[src/rtl/rrse_map.vh]
// opcode patterns, field positions and timing counts for the three-instruction executor
`ifndef RRSE_MAP_VH
`define RRSE_MAP_VH
`define RRSE_OP_RETURN      14'h0008
`define RRSE_OP_RRC_HI      6'h0C
`define RRSE_OP_LMA_HI      5'h1E
`define RRSE_OPC_HI_MSB     13
`define RRSE_OPC_HI_LSB     8
`define RRSE_DEST_BIT       7
`define RRSE_ADDR_MSB       6
`define RRSE_RETURN_CYCLES  2'h2
`define RRSE_PC_RESET       13'h0000
`define RRSE_W_RESET        8'h00
`define RRSE_ADDR_RESET     7'h00
`define RRSE_FILE_RESET     8'h00
`endif

[src/rtl/rrse_exec.v]
// executor for return, rotate right through carry and literal minus accumulator
`include "rrse_map.vh"
module rrse_exec #(
  parameter PC_W = 13
) (
  // clock and reset
  input  wire            core_clk,
  input  wire            sys_rst,
  // instruction issue
  input  wire            instr_valid,
  input  wire [13:0]     instr_word,
  // datapath inputs
  input  wire [7:0]      file_rdata,
  input  wire [PC_W-1:0] stack_head,
  input  wire            carry_flag_in,
  input  wire [7:0]      acc_in,
  // instruction flow
  output reg             busy,
  output reg             done,
  // return stack and program counter
  output reg             stack_pop,
  output reg             pc_load,
  output reg [PC_W-1:0]  pc_value,
  // accumulator write
  output reg             acc_we,
  output reg [7:0]       acc_wdata,
  // file register write
  output reg             file_we,
  output reg [6:0]       file_addr,
  output reg [7:0]       file_wdata,
  // status flag writes
  output reg             carry_we,
  output reg             carry_flag,
  output reg             nibble_carry_we,
  output reg             nibble_carry_flag,
  output reg             zero_we,
  output reg             zero_flag
);
  // ----------------------------------------
  // instruction classes and sequencer states
  // ----------------------------------------
  localparam [1:0] CLS_NONE   = 2'h0;
  localparam [1:0] CLS_RETURN = 2'h1;
  localparam [1:0] CLS_ROTATE = 2'h2;
  localparam [1:0] CLS_LMA    = 2'h3;

  localparam [1:0] ST_IDLE    = 2'h0;
  localparam [1:0] ST_FLUSH   = 2'h1;

  // ----------------------------------------
  // decode
  // ----------------------------------------
  // patterns are disjoint; the chain order only settles priority
  function [1:0] op_class;
    input [13:0] word;
    begin
      if (word == `RRSE_OP_RETURN) begin
        op_class = CLS_RETURN;
      end else if (word[`RRSE_OPC_HI_MSB:`RRSE_OPC_HI_LSB] == `RRSE_OP_RRC_HI) begin
        op_class = CLS_ROTATE;
      end else if (word[`RRSE_OPC_HI_MSB:`RRSE_OPC_HI_LSB+1] == `RRSE_OP_LMA_HI) begin
        // low opcode bit is a don't-care
        op_class = CLS_LMA;
      end else begin
        op_class = CLS_NONE;
      end
    end
  endfunction

  reg  [1:0] state_reg;
  reg  [1:0] state_next;
  reg  [1:0] ret_cnt_reg;
  reg  [1:0] ret_cnt_next;

  // a word offered in the flush cycle is dropped, not queued
  wire       issue     = instr_valid && (state_reg == ST_IDLE);
  wire [1:0] cls       = issue ? op_class(instr_word) : CLS_NONE;
  wire       dest_file = instr_word[`RRSE_DEST_BIT];

  // ----------------------------------------
  // datapath
  // ----------------------------------------
  wire [7:0] rot_result;
  wire       rot_carry;
  wire [7:0] sub_result;
  wire       sub_carry;
  wire       sub_nc;
  wire       sub_z;

  rrse_alu u_alu (
    .file_data        (file_rdata),
    .literal          (instr_word[7:0]),
    .acc              (acc_in),
    .carry_in         (carry_flag_in),
    .rot_result       (rot_result),
    .rot_carry        (rot_carry),
    .sub_result       (sub_result),
    .sub_carry        (sub_carry),
    .sub_nibble_carry (sub_nc),
    .sub_zero         (sub_z)
  );

  // ----------------------------------------
  // next values
  // ----------------------------------------
  reg            busy_next;
  reg            done_next;
  reg            stack_pop_next;
  reg            pc_load_next;
  reg [PC_W-1:0] pc_value_next;
  reg            acc_we_next;
  reg [7:0]      acc_wdata_next;
  reg            file_we_next;
  reg [6:0]      file_addr_next;
  reg [7:0]      file_wdata_next;
  reg            carry_we_next;
  reg            carry_flag_next;
  reg            nibble_carry_we_next;
  reg            nibble_carry_flag_next;
  reg            zero_we_next;
  reg            zero_flag_next;

  always @* begin
    // strobes default low, data words hold their last value
    state_next             = state_reg;
    ret_cnt_next           = ret_cnt_reg;
    done_next              = 1'b0;
    stack_pop_next         = 1'b0;
    pc_load_next           = 1'b0;
    pc_value_next          = pc_value;
    acc_we_next            = 1'b0;
    acc_wdata_next         = acc_wdata;
    file_we_next           = 1'b0;
    file_addr_next         = file_addr;
    file_wdata_next        = file_wdata;
    carry_we_next          = 1'b0;
    carry_flag_next        = carry_flag;
    nibble_carry_we_next   = 1'b0;
    nibble_carry_flag_next = nibble_carry_flag;
    zero_we_next           = 1'b0;
    zero_flag_next         = zero_flag;
    case (state_reg)
      ST_IDLE: begin
        if (cls == CLS_RETURN) begin
          // no flag write enables: status stays untouched
          stack_pop_next = 1'b1;
          pc_load_next   = 1'b1;
          pc_value_next  = stack_head;
          state_next     = ST_FLUSH;
          ret_cnt_next   = `RRSE_RETURN_CYCLES - 2'h1;
        end else if (cls == CLS_ROTATE) begin
          done_next       = 1'b1;
          carry_we_next   = 1'b1;
          carry_flag_next = rot_carry;
          if (dest_file) begin
            file_we_next    = 1'b1;
            file_addr_next  = instr_word[`RRSE_ADDR_MSB:0];
            file_wdata_next = rot_result;
          end else begin
            acc_we_next    = 1'b1;
            acc_wdata_next = rot_result;
          end
        end else if (cls == CLS_LMA) begin
          done_next              = 1'b1;
          acc_we_next            = 1'b1;
          acc_wdata_next         = sub_result;
          carry_we_next          = 1'b1;
          carry_flag_next        = sub_carry;
          nibble_carry_we_next   = 1'b1;
          nibble_carry_flag_next = sub_nc;
          zero_we_next           = 1'b1;
          zero_flag_next         = sub_z;
        end
      end
      ST_FLUSH: begin
        // second cycle of return: the fetch slot is flushed and done is raised, nothing is written
        ret_cnt_next = ret_cnt_reg - 2'h1;
        if (ret_cnt_reg == 2'h1) begin
          state_next = ST_IDLE;
          done_next  = 1'b1;
        end
      end
      default: begin
        state_next = ST_IDLE;
      end
    endcase
    busy_next = (state_next == ST_FLUSH);
  end

  // ----------------------------------------
  // output and state flip-flops
  // ----------------------------------------
  always @(posedge core_clk or posedge sys_rst) begin
    if (sys_rst) begin
      state_reg         <= ST_IDLE;
      ret_cnt_reg       <= 2'h0;
      busy              <= 1'b0;
      done              <= 1'b0;
      stack_pop         <= 1'b0;
      pc_load           <= 1'b0;
      pc_value          <= `RRSE_PC_RESET;
      acc_we            <= 1'b0;
      acc_wdata         <= `RRSE_W_RESET;
      file_we           <= 1'b0;
      file_addr         <= `RRSE_ADDR_RESET;
      file_wdata        <= `RRSE_FILE_RESET;
      carry_we          <= 1'b0;
      carry_flag        <= 1'b0;
      nibble_carry_we   <= 1'b0;
      nibble_carry_flag <= 1'b0;
      zero_we           <= 1'b0;
      zero_flag         <= 1'b0;
    end else begin
      state_reg         <= state_next;
      ret_cnt_reg       <= ret_cnt_next;
      busy              <= busy_next;
      done              <= done_next;
      stack_pop         <= stack_pop_next;
      pc_load           <= pc_load_next;
      pc_value          <= pc_value_next;
      acc_we            <= acc_we_next;
      acc_wdata         <= acc_wdata_next;
      file_we           <= file_we_next;
      file_addr         <= file_addr_next;
      file_wdata        <= file_wdata_next;
      carry_we          <= carry_we_next;
      carry_flag        <= carry_flag_next;
      nibble_carry_we   <= nibble_carry_we_next;
      nibble_carry_flag <= nibble_carry_flag_next;
      zero_we           <= zero_we_next;
      zero_flag         <= zero_flag_next;
    end
  end
endmodule // rrse_exec

[src/rtl/rrse_alu.v]
// combinational datapath: rotate right through carry and literal minus accumulator
`include "rrse_map.vh"
module rrse_alu (
  // operands
  input  wire [7:0] file_data,
  input  wire [7:0] literal,
  input  wire [7:0] acc,
  input  wire       carry_in,
  // rotate result
  output wire [7:0] rot_result,
  output wire       rot_carry,
  // subtract result
  output wire [7:0] sub_result,
  output wire       sub_carry,
  output wire       sub_nibble_carry,
  output wire       sub_zero
);
  wire [8:0] diff;
  wire [4:0] low_diff;

  assign rot_result = {carry_in, file_data[7:1]};
  assign rot_carry  = file_data[0];
  // two's complement: k + ~w + 1, carry out is the inverted borrow
  assign diff       = {1'b0, literal} + {1'b0, ~acc} + 9'h001;
  assign low_diff   = {1'b0, literal[3:0]} + {1'b0, ~acc[3:0]} + 5'h01;
  assign sub_result = diff[7:0];
  assign sub_carry  = diff[8];
  assign sub_nibble_carry = low_diff[4];
  assign sub_zero   = (diff[7:0] == 8'h00);
endmodule // rrse_alu

[config.mk]
export PLATFORM = sky130hd
export DESIGN_NAME = rrse_exec
export DESIGN_NICKNAME = d
export VERILOG_FILES = /design/src/rtl/rrse_exec.v /design/src/rtl/rrse_alu.v
export VERILOG_INCLUDE_DIRS = /design/src /design/src/rtl
export SDC_FILE = /design/constraint.sdc
export NUM_CORES = 1
export LEC_CHECK = 0
export ABC_AREA = 1
export BUFFER_PORTS_ARGS = -buffer_cell sky130_fd_sc_hd__buf_2
export CAP_MARGIN = 25
export CORE_ASPECT_RATIO = 2
export CORE_MARGIN = 2
export CORE_UTILIZATION = 53
export CTS_CLUSTER_DIAMETER = 120
export DETAILED_ROUTE_END_ITERATION = 12
export PLACE_DENSITY = 0.91
export SLEW_MARGIN = 30
export SYNTH_ARGS = -nofsm -noshare
export SYNTH_HDL_FRONTEND = slang
export SYNTH_SLANG_ARGS = --single-unit
[constraint.sdc]
create_clock -name core_clk -period 4.2 [get_ports core_clk]
set_input_delay 0.42 -clock core_clk [delete_from_list [all_inputs] [get_ports core_clk]]
set_output_delay 0.42 -clock core_clk [all_outputs]
set_load 0.1 [all_outputs]
[Yosys cells after proc, flatten, opt, wreduce, memory -nomap -nowiden]
Index checks and enable logic that the tools add are counted.
Storage, ports and cells
  register bits: 50
  latch bits: 0
  memory bits (writable): 0
  ROM bits: 0
  input bits: 47
  word-level logic and storage cells: 80
  memories kept: 0
Operators by class
  $add $sub $neg: 5
  multiply operators: 0
  div/mod/pow operators: 0
  order comparisons: 0
  eq/ne operators: 11
  shifts and indexed selects: 0
  multiplexer cells: 33
  bitwise logic cells: 4
  reduce and logical (&&, ||, !) cells: 11
Operators with widths (count)
  8-bit two-way mux: 3
  1-bit two-way mux: 20
  14-bit by 4-bit == test with 1-bit output (second input constant): 1
  2-bit two-way mux: 7
  4-bit AND reduction: 3
  8-bit by 8-bit adder with 9-bit output: 1
  9-bit by 1-bit adder with 9-bit output (second input constant): 1
  2-bit by 1-bit == test with 1-bit output (second input constant): 4
  8-bit zero test: 1
  8-bit NOT: 1
  2-bit case mux with 2 select lines: 2
  6-bit by 4-bit == test with 1-bit output (second input constant): 1
  4-bit by 4-bit adder with 5-bit output: 1
  5-bit by 1-bit adder with 5-bit output (second input constant): 1
  5-bit == test (second input constant): 1
  2-bit == test (second input constant): 2
  4-bit NOT: 1
  2-bit AND reduction: 2
  2-bit nonzero test: 2
  3-bit AND reduction: 1
  2-bit zero test: 1
  2-bit by 1-bit inequality test with 1-bit output (second input constant): 1
  2-bit inequality test (second input constant): 1
  1-bit NOT: 2
  3 further kinds: 3

[Longest topological paths before layout]
  depth in word-level cells: 10
  depth in mapped cells: 14
  depth with buffers taken out: 13

[Modules after synthesis]
Synthesis repeated with hierarchy kept, for this count alone.
Unflattened totals
  cells, all modules: 367
  area, all modules: 2778.9 um2
By module, submodules not included
  rrse_exec: instances 1, cells each 263, area an instance 2209.6 um2
  rrse_alu: instances 1, cells each 104, area an instance 569.3 um2

[Worst setup path before layout]
Ideal clock, no wire load.
  kind: in2reg
  from: input port instr_word[11]
  to: register acc_wdata[3]
  arrival: 1.926 ns
  data required time: 4.076 ns
  setup slack: 2.150 ns
  cell stages on the path: 12
  cell sequence: nand2_1 or3_1 o21ai_0 nand4_1 inv_1 ha_1 nor2_1 nor3_4 nand2_2 buf_6 a21oi_1 a21oi_1
Between the ends
  word-level cells in the longest chain between the ends: 8
  elaborated cells between the ends (all ways): 15
RTL lines
  start, declared: RTL line rrse_exec.v:11  | input wire [13:0] instr_word,
  5-bit == test (no line)
  2-bit two-way mux: RTL line rrse_exec.v:61  | end else if (word[`RRSE_OPC_HI_MSB:`RRSE_OPC_HI_LSB+1] == `RRSE_OP_LMA_HI) begin
  2-bit two-way mux: RTL line rrse_exec.v:59  | end else if (word[`RRSE_OPC_HI_MSB:`RRSE_OPC_HI_LSB] == `RRSE_OP_RRC_HI) begin
  2-bit two-way mux (*): RTL line rrse_exec.v:57  | if (word == `RRSE_OP_RETURN) begin
  2-bit two-way mux (*): RTL line rrse_exec.v:77  | wire [1:0] cls = issue ? op_class(instr_word) : CLS_NONE;
  2-bit == test, or another cell as far along: RTL line rrse_exec.v:151  | end else if (cls == CLS_ROTATE) begin
  2-bit inequality test (no line), or another cell as far along
  4-bit AND reduction (no line)
  end signal, assigned: RTL line rrse_exec.v:203  | acc_wdata <= `RRSE_W_RESET;
  end signal, assigned: RTL line rrse_exec.v:222  | acc_wdata <= acc_wdata_next;
  end, declared: RTL line rrse_exec.v:26  | output reg [7:0] acc_wdata,
Mark *: on every way between the ends. The rest lies on a longest branch, timed or not.
A chain may end at the register's enable or synchronous reset.

[Worst setup path in the final report]
  from: input port instr_word[2]
  to: register file_wdata[6]
Between the ends
  word-level cells in the longest chain between the ends: 6
  elaborated cells between the ends (all ways): 7
RTL lines
  14-bit by 4-bit == test with 1-bit output (no line) (*)
  2-bit two-way mux (*): RTL line rrse_exec.v:57
  2-bit two-way mux (*): RTL line rrse_exec.v:77
  2-bit by 1-bit == test with 1-bit output: RTL line rrse_exec.v:144  | if (cls == CLS_RETURN) begin
  1-bit NOT (no line)
  4-bit AND reduction (no line) (*)
  end signal, assigned: RTL line rrse_exec.v:206  | file_wdata <= `RRSE_FILE_RESET;
  end signal, assigned: RTL line rrse_exec.v:225  | file_wdata <= file_wdata_next;
  end, declared: RTL line rrse_exec.v:30  | output reg [7:0] file_wdata,
Marks and branches as above.

==> results.yml <==
outcome:
  status: "finished, final reports clean"
detailed_routing:
  met3_length_um: 294
  detail_route.vias_per_cell: 5.11
  routed_wl_mm: 6.22
  dr_total_vias: 2409
  avgRoutedWirePerCell_um: 13.2
  drc_errors: 0
  met2_length_mm: 3.49
  ant_nets: 0
  met1_length_mm: 2.20
  first_iter_violations: 56
  highest_layer: "met4"
  drt_pass1_iterations: 4
timing:
  finalHoldViolCount: 0
  slew_violations: 0
  final.min_clock_period_ps: 2690
  worst_slew_pin_slew_ps: 602
  finalSetupViolations: 0
  period_share: 0.641
  max_freq_mhz: 372
  hold_slack_ps: 206
  slew_headroom: 0.598
  clock_skew_ps: 4.92
  tns_ps: 0
  rsz0062_at_grt: "no"
global_routing:
  grt_usage: 0.241
  antenna_found_initial: 0
  grt-ovfl-total: 0
  grt_pass1_vias: 2321
  grt_pass1_wl_mm: 9.76
  grt_start_max_net_pins: 51
synth:
  synth_area_leader_cell: "dfrtp_1"
  ys.flop_type: "dfrtp_1"
  synth_edf_count: 0
  ys_top_cells_by_area: "dfrtp_1 (49%), nand2_1 (20%), ha_1 (5.9%), inv_1 (5.3%), nor2_1 (2.8%)"
  netlist_area_um2: 2540
  async_flop_share: 1.00
  synth_seq_cells: 50
  synth_cell_type_count: 31
  synth_warnings: 0
  synth_top_area_frac: 0.492
  seq_area_frac_synth: 0.492
  synth.avg_cell_area_um2: 7.93
  synth_cells: 321
  syn-num-nets: 381
setup_path:
  critPathArrivalTime_ps: 2850
  cp-end-kind: "flop"
  worstPathRequired_ps: 4360
  start_kind: "input pin"
  cp_max_fo: 21
  path_class: "in -> reg"
die:
  core_region_area_um2: 4600
  ios: 95
  die_h_um: 102
  die_w_um: 53
  num_rows: 35
  start_util: 0.553
  dieArea_um2: 5410
clock_network:
  cts.htree.levels: 2
  ctsResizeCount: 0
  clkSlewWorstSetupHoldPaths_ps: 90
  cts_root_buf: "clkbuf_8"
  clock-sinks: 50
  holdBufCountCts: 0
  clk_latency_ps: 300
  cts_tree: "yes"
  cts_buffer_depth: 2
  postCtsSetupRepairBufs: 0
  cts_buffers: 5
final_layout:
  antenna_cells: 0
  top_register: "pc_value"
  drive_above_1_share: 0.274
  area_delta_synth_final_pct: 23.4
  fin_nets: 475
  largest_register_ffs: 13
  top_regs: "pc_value (13), acc_wdata (8), file_wdata (8)"
  fillers: 409
pwr:
  max-vdd-ir-drop_mv: 0.279
  p_per_area_nw_per_um2: 403
  leakagePower_nw: 1.96
flow_run:
  drv_cap: 0
place:
  hpwl_mm: 5.11
  portBuffers: 94
  gp_congestion: 0.910
min_path:
  hold_class: "in -> async"
per-layer routing:
metal,vias to the layer above,GRT usage
li1,1182,-
met5,-,0
met2,83,0.459
met3,18,0.0205
met1,1126,0.241
met4,0,0.138
cells in the final DEF, fill, tap and decap left out, drive strengths merged:
master,count
o21a,1
o21ai,11
mux2,1
a21oi,14
clkinv,2
or3,1
nand3,11
nor4,1
nand4,3
nor2,20
a31oi,2
nand2,136
inv,38
dfrtp,50
o31ai,2
clkbuf,7
nand3b,3
buf,96
ha,12
nor3,2
a21o,1
conb,1
fa,1
synth_stat cells (3+ instances only):
cell type  instances
clkbuf_1           3
o21ai_1            5
a21oi_2            3
nand3b_1           3
o21ai_0            6
ha_1              12
inv_1             36
nand2_1          135
nor2_1            19
nand3_1           11
a21oi_1           11
nand4_1            3
dfrtp_1           50
buf_2              3
logic make-up (layout without fill, tap and decap cells):
group / count (synthesis) / after routing / share of synthesized area
compound gates: 31 / 31 / 0.0703
fa+ha+maj: 13 / 13 / 0.0669
buf+inv: 48 / 143 / 0.0782
flops: 50 / 50 / 0.492
mux: 1 / 1 / 0.00442
other cells: 1 / 1 / 0.00147
simple gates: 177 / 177 / 0.287
stage by stage:
stage	instance area (um2)	setup slack (ps)	utilization	instances	power, mW
2_1_floorplan	2540	2150	-	321	0.895
3_3_place_gp	3050	1410	0.663	463	0.981
3_5_place_dp	3050	1220	0.663	463	0.992
4_1_cts	3140	1540	0.683	471	1.27
5_1_grt	3140	1280	0.683	471	1.32
6_report	3140	1510	0.683	471	1.26
layout make-up:
class / count / area (um2) / area share
flip-flops and latches: 50 / 1250 / 0.398
well taps: 55 / 68.8 / 0.0219
clock inverters: 1 / 5.00 / 0.00159
repair buffers: 96 / 485 / 0.155
inverters: 39 / 149 / 0.0474
clock buffers: 7 / 86.3 / 0.0275
multi-input cells: 223 / 1090 / 0.349
worst paths after layout:
check                      slack [ps]            from  depth (start not counted)       endpoint
setup / recovery                 1510   instr_word[2]                         11  file_wdata[6]
hold / removal                    210         sys_rst                          2   acc_wdata[5]
setup reg to reg                 1620    state_reg[1]                         10  file_wdata[6]
hold reg to reg                   480   file_wdata[3]                          2  file_wdata[3]
max in group asynchronous        3590         sys_rst                          2    pc_value[1]
min in group core_clk             320  stack_head[10]                          3   pc_value[10]
report_power, final:
group / switching, mW / leakage, nW / total, mW / internal [mW]
Clock: 0.150 / 0.0482 / 0.283 / 0.133
Sequential: 0.0209 / 0.678 / 0.540 / 0.519
Combinational: 0.358 / 1.24 / 0.442 / 0.0842
worst max-delay path, cell delays in order:
cell and delay (ps):
buf_2 130, nor4_1 350, nand4_1 170, a21oi_1 310
inv_1 100, ha_1 380, nand2_1 190, nor3_2 60
buf_4 170, inv_1 410, o21ai_0 160
Note: power is estimated with default switching activity, not from simulation.
